File: config.mk
export PLATFORM = sky130hd
export DESIGN_NAME = coc_config_top
export DESIGN_NICKNAME = d
export VERILOG_FILES = /design/src/verilog/coc_pkg.sv /design/src/verilog/coc_config_top.sv /design/src/verilog/coc_channel.sv
export SDC_FILE = /design/constraint.sdc
export NUM_CORES = 1
export LEC_CHECK = 0
export BUFFER_PORTS_ARGS = -buffer_cell sky130_fd_sc_hd__clkbuf_2
export CORE_MARGIN = 4
export CORE_UTILIZATION = 45
export CTS_CLUSTER_SIZE = 24
export DETAILED_ROUTE_END_ITERATION = 8
export PLACE_DENSITY = 0.76
export SYNTH_ARGS = -nofsm -noshare
export SYNTH_HDL_FRONTEND = slang
export SYNTH_SLANG_ARGS = --single-unit
File: constraint.sdc
create_clock -name MCLK -period 7.8 [get_ports MCLK]
set_input_delay 0.39 -clock MCLK [delete_from_list [all_inputs] [get_ports MCLK]]
set_output_delay 0.39 -clock MCLK [all_outputs]
set_load 0.02 [all_outputs]
File: src/verilog/coc_pkg.sv
`default_nettype none
// Shared constants for the clock output channel configuration block
package coc_pkg;

  // Bus and channel widths
  localparam int unsigned ADDR_W = 8;
  localparam int unsigned DATA_W = 32;
  localparam int unsigned NUM_CH = 4;
  localparam int unsigned DELAY_TAPS = 16;

  // Register indices; byte address is four times the index
  localparam logic [5:0] IDX_RESET_WORD = 6'h00;
  localparam logic [5:0] IDX_OUTPUT0 = 6'h04;
  localparam logic [5:0] IDX_OUTPUT1 = 6'h05;
  localparam logic [5:0] IDX_OUTPUT2 = 6'h06;
  localparam logic [5:0] IDX_OUTPUT3 = 6'h07;
  localparam logic [5:0] IDX_LOCK_PRESCALE = 6'h0B;
  localparam logic [5:0] IDX_PLL_CONTROL = 6'h0E;
  localparam logic [5:0] IDX_FEEDBACK_DIV = 6'h0F;
  localparam logic [5:0] IDX_STATUS = 6'h10;

  // Field positions
  localparam int unsigned SOFT_RESET_BIT = 31;
  localparam int unsigned PATH_SEL_LSB = 17;
  localparam int unsigned CH_ENABLE_BIT = 16;
  localparam int unsigned DIV_VALUE_LSB = 8;
  localparam int unsigned DELAY_LSB = 4;
  localparam int unsigned PRESCALE_BIT = 15;
  localparam int unsigned ALL_OUT_EN_BIT = 27;

  // Writable bits of each word
  localparam logic [31:0] CHANNEL_MASK = 32'h0007_FFF0;
  localparam logic [31:0] PRESCALE_MASK = 32'h0000_8000;
  localparam logic [31:0] PLL_CONTROL_MASK = 32'h0FFF_FF00;
  localparam logic [31:0] FEEDBACK_MASK = 32'hC3FF_FF00;

  // Values after reset
  localparam logic [31:0] CHANNEL_RESET = 32'h0000_0100;
  localparam logic [31:0] PRESCALE_RESET = 32'h0000_0000;
  localparam logic [31:0] PLL_CONTROL_RESET = 32'h0800_0A00;
  localparam logic [31:0] FEEDBACK_RESET = 32'h0002_F800;

  // Path select codes
  localparam logic [1:0] PATH_BYPASS = 2'h0;
  localparam logic [1:0] PATH_DIVIDED = 2'h1;
  localparam logic [1:0] PATH_DELAYED = 2'h2;
  localparam logic [1:0] PATH_BOTH = 2'h3;

  // Lock detect prescale ratio, as a toggle count
  localparam logic [0:0] PRESCALE_TOGGLE_LAST = 1'h1;

  // Bus transfer states
  typedef enum logic [1:0] {BUS_IDLE, BUS_WAIT, BUS_DONE} coc_bus_e;

endpackage
`default_nettype wire

File: src/verilog/coc_config_top.sv
// Our own choices: the APB slave port and the register addresses.
`default_nettype none
module coc_config_top
  import coc_pkg::*;
(
  // Clock and reset
  input wire logic MCLK,
  input wire logic RST,
  // APB slave
  input wire logic PSEL,
  input wire logic PENABLE,
  input wire logic PWRITE,
  input wire logic [coc_pkg::ADDR_W-1:0] PADDR,
  input wire logic [coc_pkg::DATA_W-1:0] PWDATA,
  output logic [coc_pkg::DATA_W-1:0] PRDATA,
  output logic PREADY,
  output logic PSLVERR,
  // Board pins
  input wire logic VCO_DIV_CLK,
  input wire logic OUTPUT_GATE_PIN,
  input wire logic ALIGN_N,
  input wire logic PD_FREQ_IN,
  // Clock outputs
  output logic [coc_pkg::NUM_CH-1:0] CLK_OUT,
  output logic LOCK_DETECT_CLK
);
  import coc_pkg::*;

  // Configuration words
  logic [31:0] chan_reg [NUM_CH];
  logic [31:0] prescale_reg;
  logic [31:0] pll_ctrl_reg;
  logic [31:0] feedback_reg;

  // Bus state
  coc_bus_e bus_state_reg;
  coc_bus_e bus_state_next;
  logic [31:0] rdata_next;
  logic err_next;
  logic [5:0] word_idx;
  logic addr_aligned;
  logic mapped;
  logic wr_commit;
  logic soft_reset;

  // Pin synchronisers
  logic [3:0] pin_meta_reg;
  logic [3:0] pin_sync_reg;
  logic vco_prev_reg;
  logic pd_prev_reg;
  logic vco_level;
  logic vco_rise;
  logic gate_level;
  logic align_hold;
  logic pd_level;
  logic pd_rise;

  // Channel controls
  logic [NUM_CH-1:0] eff_enable;
  logic all_outputs_enable;
  logic lock_detect_prescale;
  logic [NUM_CH-1:0] ch_clk;

  // Lock detect prescaler
  logic [0:0] pre_cnt_reg;
  logic pre_div_reg;

  // Word index from the byte address
  assign word_idx = PADDR[7:2];
  assign addr_aligned = (PADDR[1:0] == 2'h0);

  // Known words of the map
  always_comb
  begin
    mapped = 1'b0;
    if (addr_aligned)
    begin
      case (word_idx)
        IDX_RESET_WORD, IDX_OUTPUT0, IDX_OUTPUT1, IDX_OUTPUT2, IDX_OUTPUT3,
        IDX_LOCK_PRESCALE, IDX_PLL_CONTROL, IDX_FEEDBACK_DIV, IDX_STATUS:
          mapped = 1'b1;
        default:
          mapped = 1'b0;
      endcase
    end
  end

  // Access completes at the edge where the ready flop is high
  assign wr_commit = PSEL && PENABLE && PREADY && PWRITE && mapped;

  // Soft reset word wipes every stored configuration word
  assign soft_reset = wr_commit && word_idx == IDX_RESET_WORD
                      && PWDATA[SOFT_RESET_BIT];

  // Bus sequencing: one wait state, then ready
  always_comb
  begin
    bus_state_next = bus_state_reg;
    case (bus_state_reg)
      BUS_IDLE:
        if (PSEL && PENABLE)
          bus_state_next = BUS_WAIT;
      BUS_WAIT:
        bus_state_next = BUS_DONE;
      BUS_DONE:
        bus_state_next = BUS_IDLE;
      default:
        bus_state_next = BUS_IDLE;
    endcase
  end

  // State register of the bus sequencer
  always_ff @(posedge MCLK or posedge RST)
  begin
    if (RST)
      bus_state_reg <= BUS_IDLE;
    else
      bus_state_reg <= bus_state_next;
  end

  // Read data for the addressed word
  always_comb
  begin
    rdata_next = 32'h0000_0000;
    err_next = ~mapped;
    if (mapped && !PWRITE)
    begin
      case (word_idx)
        IDX_OUTPUT0:
          rdata_next = chan_reg[0];
        IDX_OUTPUT1:
          rdata_next = chan_reg[1];
        IDX_OUTPUT2:
          rdata_next = chan_reg[2];
        IDX_OUTPUT3:
          rdata_next = chan_reg[3];
        IDX_LOCK_PRESCALE:
          rdata_next = prescale_reg;
        IDX_PLL_CONTROL:
          rdata_next = pll_ctrl_reg;
        IDX_FEEDBACK_DIV:
          rdata_next = feedback_reg;
        IDX_STATUS:
          rdata_next = {24'h00_0000, pin_sync_reg[2], pin_sync_reg[1], 2'h0,
                        eff_enable};
        default:
          rdata_next = 32'h0000_0000;
      endcase
    end
  end

  // Registered answer: ready, read data and error together
  always_ff @(posedge MCLK or posedge RST)
  begin
    if (RST)
    begin
      PREADY <= 1'b0;
      PRDATA <= 32'h0000_0000;
      PSLVERR <= 1'b0;
    end
    else if (bus_state_next == BUS_WAIT)
    begin
      PREADY <= 1'b1;
      PRDATA <= rdata_next;
      PSLVERR <= err_next;
    end
    else
    begin
      PREADY <= 1'b0;
      PRDATA <= 32'h0000_0000;
      PSLVERR <= 1'b0;
    end
  end

  // Channel words, one per output in ascending order
  genvar ch;
  generate
    for (ch = 0; ch < NUM_CH; ch++)
    begin : g_chan
      always_ff @(posedge MCLK or posedge RST)
      begin
        if (RST)
          chan_reg[ch] <= CHANNEL_RESET;
        else if (soft_reset)
          chan_reg[ch] <= CHANNEL_RESET;
        else if (wr_commit && word_idx == IDX_OUTPUT0 + 6'(ch))
          chan_reg[ch] <= PWDATA & CHANNEL_MASK;
      end

      // Enable after global bit and gate pin
      assign eff_enable[ch] = chan_reg[ch][CH_ENABLE_BIT]
                              & all_outputs_enable & gate_level;

      coc_channel #(
        .TAPS(DELAY_TAPS)
      ) u_channel (
        .clk(MCLK),
        .rst(RST),
        .vco_level(vco_level),
        .vco_rise(vco_rise),
        .align_hold(align_hold),
        .path_sel(chan_reg[ch][PATH_SEL_LSB+:2]),
        .div_value(chan_reg[ch][DIV_VALUE_LSB+:8]),
        .delay_steps(chan_reg[ch][DELAY_LSB+:4]),
        .out_enable(eff_enable[ch]),
        .clk_out(ch_clk[ch])
      );
    end
  endgenerate

  // Lock detect prescale word
  always_ff @(posedge MCLK or posedge RST)
  begin
    if (RST)
      prescale_reg <= PRESCALE_RESET;
    else if (soft_reset)
      prescale_reg <= PRESCALE_RESET;
    else if (wr_commit && word_idx == IDX_LOCK_PRESCALE)
      prescale_reg <= PWDATA & PRESCALE_MASK;
  end

  // PLL control word, holds the global output enable
  always_ff @(posedge MCLK or posedge RST)
  begin
    if (RST)
      pll_ctrl_reg <= PLL_CONTROL_RESET;
    else if (soft_reset)
      pll_ctrl_reg <= PLL_CONTROL_RESET;
    else if (wr_commit && word_idx == IDX_PLL_CONTROL)
      pll_ctrl_reg <= PWDATA & PLL_CONTROL_MASK;
  end

  // Feedback divider word, stored for readback only
  always_ff @(posedge MCLK or posedge RST)
  begin
    if (RST)
      feedback_reg <= FEEDBACK_RESET;
    else if (soft_reset)
      feedback_reg <= FEEDBACK_RESET;
    else if (wr_commit && word_idx == IDX_FEEDBACK_DIV)
      feedback_reg <= PWDATA & FEEDBACK_MASK;
  end

  // Global enable and lock detect prescale fields
  assign all_outputs_enable = pll_ctrl_reg[ALL_OUT_EN_BIT];
  assign lock_detect_prescale = prescale_reg[PRESCALE_BIT];

  // Two-flop synchronisers for the board pins
  // Pins are asynchronous, so only the second stage feeds logic
  always_ff @(posedge MCLK or posedge RST)
  begin
    if (RST)
    begin
      pin_meta_reg <= 4'h0;
      pin_sync_reg <= 4'h0;
    end
    else
    begin
      pin_meta_reg <= {PD_FREQ_IN, ALIGN_N, OUTPUT_GATE_PIN, VCO_DIV_CLK};
      pin_sync_reg <= pin_meta_reg;
    end
  end

  // Edge history for the two pin clocks
  always_ff @(posedge MCLK or posedge RST)
  begin
    if (RST)
    begin
      vco_prev_reg <= 1'b0;
      pd_prev_reg <= 1'b0;
    end
    else
    begin
      vco_prev_reg <= pin_sync_reg[0];
      pd_prev_reg <= pin_sync_reg[3];
    end
  end

  // Synced pin levels and rising edges
  assign vco_level = pin_sync_reg[0];
  assign vco_rise = pin_sync_reg[0] & ~vco_prev_reg;
  assign gate_level = pin_sync_reg[1];
  assign align_hold = ~pin_sync_reg[2];
  assign pd_level = pin_sync_reg[3];
  assign pd_rise = pin_sync_reg[3] & ~pd_prev_reg;

  // Lock detect clock: straight through or divided by four
  always_ff @(posedge MCLK or posedge RST)
  begin
    if (RST)
    begin
      pre_cnt_reg <= 1'h0;
      pre_div_reg <= 1'b0;
    end
    else if (!lock_detect_prescale)
    begin
      pre_cnt_reg <= 1'h0;
      pre_div_reg <= 1'b0;
    end
    else if (pd_rise)
    begin
      if (pre_cnt_reg == PRESCALE_TOGGLE_LAST)
      begin
        pre_cnt_reg <= 1'h0;
        pre_div_reg <= ~pre_div_reg;
      end
      else
      begin
        pre_cnt_reg <= pre_cnt_reg + 1'h1;
      end
    end
  end

  // Output flops
  always_ff @(posedge MCLK or posedge RST)
  begin
    if (RST)
    begin
      CLK_OUT <= '0;
      LOCK_DETECT_CLK <= 1'b0;
    end
    else
    begin
      CLK_OUT <= ch_clk;
      LOCK_DETECT_CLK <= lock_detect_prescale ? pre_div_reg : pd_level;
    end
  end

endmodule
`default_nettype wire

File: src/verilog/coc_channel.sv
`default_nettype none
// One clock output channel: even divider, tap delay line, path mux, gate
module coc_channel
  import coc_pkg::*;
#(
  parameter int unsigned TAPS = coc_pkg::DELAY_TAPS
)
(
  // Clock and reset
  input wire logic clk,
  input wire logic rst,
  // Shared VCO divider output and align hold
  input wire logic vco_level,
  input wire logic vco_rise,
  input wire logic align_hold,
  // Channel settings
  input wire logic [1:0] path_sel,
  input wire logic [7:0] div_value,
  input wire logic [3:0] delay_steps,
  input wire logic out_enable,
  // Channel clock
  output logic clk_out
);

  import coc_pkg::*;

  logic [7:0] cnt_reg;
  logic div_reg;
  logic [TAPS-1:0] line_reg;
  logic src;
  logic routed;

  // Divide by twice the value, stepped by the VCO divider edge
  always_ff @(posedge clk or posedge rst)
  begin
    if (rst)
    begin
      cnt_reg <= 8'h00;
      div_reg <= 1'b0;
    end
    else if (align_hold)
    begin
      cnt_reg <= 8'h00;
      div_reg <= 1'b0;
    end
    else if (vco_rise && div_value != 8'h00 && path_sel[0])
    begin
      if (cnt_reg == div_value - 8'h01)
      begin
        cnt_reg <= 8'h00;
        div_reg <= ~div_reg;
      end
      else
      begin
        cnt_reg <= cnt_reg + 8'h01;
      end
    end
  end

  // Divider is in the path only for divided codes
  assign src = path_sel[0] ? div_reg : vco_level;

  // Delay line, one tap per step
  always_ff @(posedge clk or posedge rst)
  begin
    if (rst)
    begin
      line_reg <= '0;
    end
    else
    begin
      line_reg <= {line_reg[TAPS-2:0], src};
    end
  end

  // Delay is in the path only for delayed codes
  assign routed = path_sel[1] ? line_reg[delay_steps] : src;

  // Gated output flop
  always_ff @(posedge clk or posedge rst)
  begin
    if (rst)
    begin
      clk_out <= 1'b0;
    end
    else
    begin
      clk_out <= out_enable & routed;
    end
  end

endmodule
`default_nettype wire

## Word-level counts from Yosys, hierarchy flattened

Memory sizes are Yosys's and may differ from the RTL's.
Cells that the tools add are included.

| storage, ports and cells | value |
|---|---|
| register bits after elaboration | 381 |
| bits in latches | 0 |
| RAM bits | 0 |
| ROM bits | 32 |
| input bits | 49 |
| output and inout port bits | 39 |
| word-level logic and storage cells | 207 |
| memories kept | 1 |

Memory list:

| name | words | bits a word | rd ports | clocked after memory_dff | wr ports | RTL line | text |
|---|---|---|---|---|---|---|---|
| (name not given) | 32 | 1 | 1 | 0 | 0 | coc_config_top.sv:78 | `case (word_idx)` |

| operators by class | value |
|---|---|
| add/sub/neg operators | 9 |
| multiply operators | 0 |
| divide/modulo/power cells | 0 |
| order comparisons | 4 |
| eq/ne operators | 24 |
| shifts and indexed selects | 0 |
| multiplexer cells | 70 |
| bitwise operators | 22 |
| reductions and logical operators | 42 |

Operator list:

| cell | count |
|---|---|
| $mux W32 | 16 |
| $pmux W32 S8 | 1 |
| $mux W8 | 12 |
| $mux W1 | 35 |
| $add A8 B1 Y8 const B | 4 |
| $eq A8 B8 Y1 | 4 |
| $reduce_bool A8 Y1 | 4 |
| $sub A8 B1 Y8 const B | 4 |
| $eq A6 B3 Y1 const B | 4 |
| $logic_and A1 B1 Y1 | 22 |
| $lt A4 B5 Y1 const B | 4 |
| $ne A2 B1 Y1 const B | 10 |
| $eq A6 B4 Y1 const B | 3 |
| $bmux W1 S4 | 4 |
| $and A1 B1 Y1 | 14 |
| $reduce_bool A2 Y1 | 7 |
| $reduce_and A2 Y1 | 5 |
| $not A1 Y1 | 8 |
| $eq A6 B5 Y1 const B | 1 |
| $logic_not A6 Y1 | 1 |
| $eq A2 B1 Y1 const B | 2 |
| $logic_not A2 Y1 | 2 |
| $pmux W2 S2 | 1 |
| $mux W2 | 1 |
| 2 further kinds | 2 |

## Depth between registers and ports, before layout

| depth | value |
|---|---|
| depth in word-level cells | 7 |
| mapped depth | 9 |
| depth with buffers taken out | 8 |

## By module

From an unflattened synthesis, not the netlist that was laid out.

| second synthesis, totals | value |
|---|---|
| cell total of the unflattened synthesis | 1009 |
| area, all modules | 12181.7 um2 |

Modules (own cells, without submodules):

| module | instances | cells each | area an instance (um2) | seq. area each (um2) |
|---|---|---|---|---|
| coc_config_top | 1 | 529 | 6641.4 | 3819.9 |
| coc_channel | 4 | 120 | 1385.1 | 650.6 |

## Least setup slack after synthesis

OpenSTA, ideal clock, no wires.

| timing | value |
|---|---|
| kind | input-to-reg |
| from | input PADDR[2] (netlist name) |
| to | register chan_reg[10] (netlist name) |
| library setup time | 123 ps |
| arrival | 2552 ps |
| required time | 7677 ps |
| slack | 5125 ps |
| stages on the path | 8 |
| buffers on the path | 2 |
| cell sequence | buf_6 > or4_4 > o31a_4 > or4_4 > nor3_4 > buf_6 > mux2i_1 > nor2_2 |

| on the way | value |
|---|---|
| longest elaborated chain between the ends | 7 |
| elaborated cells between the ends (all ways) | 11 |
| those cells by class | 1 x eq/ne; 3 x mux; 6 x reduce/logical; 1 x memory |

RTL lines:

| item | RTL line | text |
|---|---|---|
| start: declaration | coc_config_top.sv:13 | `input wire logic [coc_pkg::ADDR_W-1:0] PADDR,` |
| $mem_v2 Z32 W1 | - |  |
| $mux W1 | coc_config_top.sv:78 |  |
| $mux W1 | coc_config_top.sv:76 | `if (addr_aligned)` |
| $logic_and A1 B1 Y1 | coc_config_top.sv:89 | `assign wr_commit = PSEL && PENABLE && PREADY && PWRITE && mapped;` |
| $logic_and A1 B1 Y1 | coc_config_top.sv:92 | `assign soft_reset = wr_commit && word_idx == IDX_RESET_WORD` |
| $logic_and A1 B1 Y1 | coc_config_top.sv:93 | `&& PWDATA[SOFT_RESET_BIT];` |
| $mux W32 / $reduce_bool A2 Y1 (equally long branches) | - |  |
| end signal: indexed assignment | coc_config_top.sv:187 | `chan_reg[ch] <= PWDATA & CHANNEL_MASK;` |
| end: declaration | coc_config_top.sv:30 | `logic [31:0] chan_reg [NUM_CH];` |

Parallel ways exist; a longest one is shown, timed or not.
A chain may end at the register's enable or synchronous reset.

## Worst setup path in the final report

| timing | value |
|---|---|
| from | input PADDR[2] (netlist name) |
| to | register chan_reg[68] (netlist name) |

Same word-level chain as after synthesis.

==> results_dict.tcl <==
set metrics [dict create \
    num_rows 58 \
    synth-compound-area-share 0.06978 \
    p_comb_frac 0.033 \
    setup_tns_ns 0 \
    routed_wl_um 27180 \
    path_common_cell "or4_4" \
    clock.fmax_mhz 303.2 \
    start_kind "input port" \
    synth_flop_cell "dfrtp_1" \
    slowest_delay_ns 0.69 \
    cts_max_level 1 \
    synthTopCellsByArea "dfrtp_1, mux2i_1, mux4_2, nor2_1, dfstp_2" \
    clkLatencyLatePin_ns 0.53 \
    crit_fanout 60 \
    numCtsBuffers 25 \
    final_cells 1424 \
    yosys_warnings 0 \
    crit_chain "clkbuf_2 -> or4_4 -> o31a_4 -> or4_4 -> nor2_4 -> buf_4 -> nor2_1" \
    fin_skew_ns 0.01222 \
    yosysUniqueCellTypes 62 \
    hpwl_um 18450 \
    met1_length_um 11770 \
    synth_seq_cells 256 \
    syn_area_per_cell_um2 11.46 \
    rsz0062_at_grt "false" \
    status "completed" \
    drc 0 \
    drt_iter0_markers 768 \
    p_seq_frac 0.498 \
    diodes 0 \
    ctsRootBufferMaster "clkbuf_16" \
    synth-simple-area-share 0.1556 \
    synth_xor_area_frac 0.04379 \
    clkPwrFrac 0.469 \
    worstSetupEndpointType "register" \
    overflow 0 \
    post-cts-setup-buffers 0 \
    die_h_um 168.6 \
    power.switching_mw 0.5970 \
    tightest_slew_ns 1.139 \
    p_leak_nw 6.118 \
    routed-wl-met3_um 1410 \
    die_area_um2 28410 \
    switching_share 0.2180 \
    ant_nets 0 \
    drive_gt1_frac 0.1865 \
    fp.dieW_um 168.6 \
    hold_class "input port to asynchronous set/reset pin" \
    cts_tree "yes" \
    synth_top_area_frac 0.5242 \
    cp.required_ns 8.18 \
    dr.pass1.iters 6 \
    synth_top_family_by_area "simple AND/OR/NAND/NOR gates" \
    power-per-cell-area_nw_per_um2 208.3 \
    io_buffers 79 \
    place_congestion 0.9169 \
    grt_pass1_wl_um 44250 \
    post_synth_fa_ha_maj_area_fraction 0.01294 \
    largest_register_ffs 64 \
    worstPathArrival_ns 3.67 \
    netlist_instances 1012 \
    dp_cells 1374 \
    top_layer "met4" \
    p_int_mw 2.141 \
    clock_path_buffers 3 \
    vias 8137 \
    grt_pass1_vias 8252 \
    grt_max_degree 132 \
    path_clk_slew_ns 0.06 \
    finalCritPeriodShare 0.4228 \
    cts_sinks 256 \
    synthMuxAreaShare 0.1372 \
    async_flop_share 1.000 \
    setup_viol 0 \
    vdd_drop_max_uv 219.4 \
    wl_per_cell_um 19.09 \
    grt_usage 0.1911 \
    slowest_stage "buf_4" \
    yosysSeqAreaShare 0.5536 \
    reg2reg_from "chan_reg[104]$_DFFE_PP1P_" \
    drv_slew 0 \
    slew-limit-headroom 0.2307 \
    area_delta_synth_final_pct 13.29 \
    core_um2 25250 \
    wl_met2_um 13300 \
    layout.nets 1136 \
    synthesis.area_um2 11600 \
    initial_core_util 0.4594 \
    drv_cap 0 \
    finalCriticalPeriod_ns 3.298 \
    grt_antenna_before_repair 0 \
    finalHoldViolCount 0 \
    crit_type "input port to register" \
    vias_per_cell 5.714 \
    synth_edf_count 0 \
    synth_top_area_cell "dfrtp_1" \
    pin_count 88 \
    crit_path_start "PADDR[2]" \
]
==> power groups by stage <==
stage,Combinational (mW),Clock [mW],Sequential [mW]
floorplan,0.0536,0,1.38
global placement,0.0897,0,1.39
detailed placement,0.0907,0,1.39
CTS,0.0931,1.30,1.36
global route,0.102,1.35,1.36
finish,0.0914,1.28,1.36
==> worst max-delay path, delay by kind of cell <==
family,cells,cell delay [ns]
AND/OR/NAND/NOR,4,2.00
AO/OA/AOI/OAI,1,0.15
buffers and inverters,2,1.10
==> final timing paths <==
| kind | endpoint | slack [ns] | depth (start not counted) |
|---|---|---|---|
| min in group MCLK | pll_ctrl_reg[27]$_DFFE_PP1P_ | 0.08 | 3 |
| setup reg to reg | g_chan[0].u_channel.cnt_reg[6]$_DFFE_PP0P_ | 4.97 | 8 |
| max in group asynchronous | feedback_reg[21]$_DFFE_PP0P_ | 6.34 | 3 |
| hold / removal | pin_sync_reg[2]$_DFF_PP0_ | 0.02 | 2 |
| hold reg to reg | pin_sync_reg[3]$_DFF_PP0_ | 0.35 | 0 |
| setup / recovery | chan_reg[68]$_DFFE_PP0P_ | 4.50 | 7 |
==> what timing repair did <==
| action | 4_1_cts | 5_1_grt |
|---|---|---|
| hold buffers | 4 | 0 |
| setup endpoints to repair | 0 | 0 |
| hold endpoints to repair | 4 | 0 |
| gates resized for setup | 0 | 0 |
==> placed cells by master, fill, tap and decap left out, drive strengths merged, types with 11 or more instances in the layout <==
cell / n
a21oi: 42
a22oi: 29
and3: 20
clkbuf: 111
dfrtp: 243
dfstp: 13
ha: 12
inv: 21
mux2: 16
mux2i: 78
mux4: 28
nand2: 91
nand3: 19
nand4: 12
nor2: 124
nor2b: 14
nor3: 16
nor4: 11
o21ai: 23
or3: 14
xnor2: 37
xor2: 21
==> stage by stage <==
| step | hold slack, ns | util | power (mW) | worst slack, ns | area [um^2] |
|---|---|---|---|---|---|
| 5_1_grt | 0.08941 | 0.5204 | 2.818 | 4.350 | 13140 |
| 2_1_floorplan | 0.3312 | - | 1.436 | 0.3898 | 11600 |
| 4_1_cts | 0.07743 | 0.5204 | 2.754 | 4.531 | 13140 |
| 3_3_place_gp | 0.3337 | 0.4840 | 1.475 | 4.063 | 12220 |
| 3_5_place_dp | 0.3413 | 0.4840 | 1.477 | 4.001 | 12220 |
| 6_report | 0.01791 | 0.5204 | 2.738 | 4.502 | 13140 |
==> cell families (layout without fill, tap and decap cells) <==
| kind of cell | Yosys count | count (layout) |
|---|---|---|
| AOI/OAI and AO/OA | 127 | 127 |
| xor gates and xnor gates | 58 | 58 |
| adders and majority gates | 12 | 12 |
| buffers and inverters | 72 | 153 |
| DFF | 256 | 256 |
| muxes | 122 | 122 |
| other | 1 | 2 |
| and+or+nand+nor | 364 | 364 |
==> cells in the mapped netlist, types with 19 or more instances <==
| cell | count |
|---|---|
| nand2_1 | 91 |
| xor2_1 | 21 |
| mux4_2 | 28 |
| inv_1 | 20 |
| a21oi_1 | 42 |
| and3_1 | 20 |
| o21ai_0 | 23 |
| clkbuf_1 | 37 |
| dfrtp_1 | 243 |
| nand3_1 | 19 |
| a22oi_1 | 29 |
| mux2i_1 | 78 |
| nor2_1 | 116 |
| xnor2_1 | 37 |
==> area by class of cell <==
cell class,instances,area (um^2)
flip-flops and latches,256,6422
clock inverters,14,187.7
fillers,2113,12110
repair buffers,87,465.4
multi-input cells,685,4880
clock buffers,32,691.9
well taps,330,412.9
inverters,20,82.58
==> per-layer routing <==
layer / global-route usage / vias to the layer above
li1: - / 3690
met1: 0.2716 / 4153
met2: 0.3122 / 238
met3: 0.02896 / 56
met4: 0.04764 / 0
met5: 0 / -
Note: power is estimated with default switching activity, not from simulation.
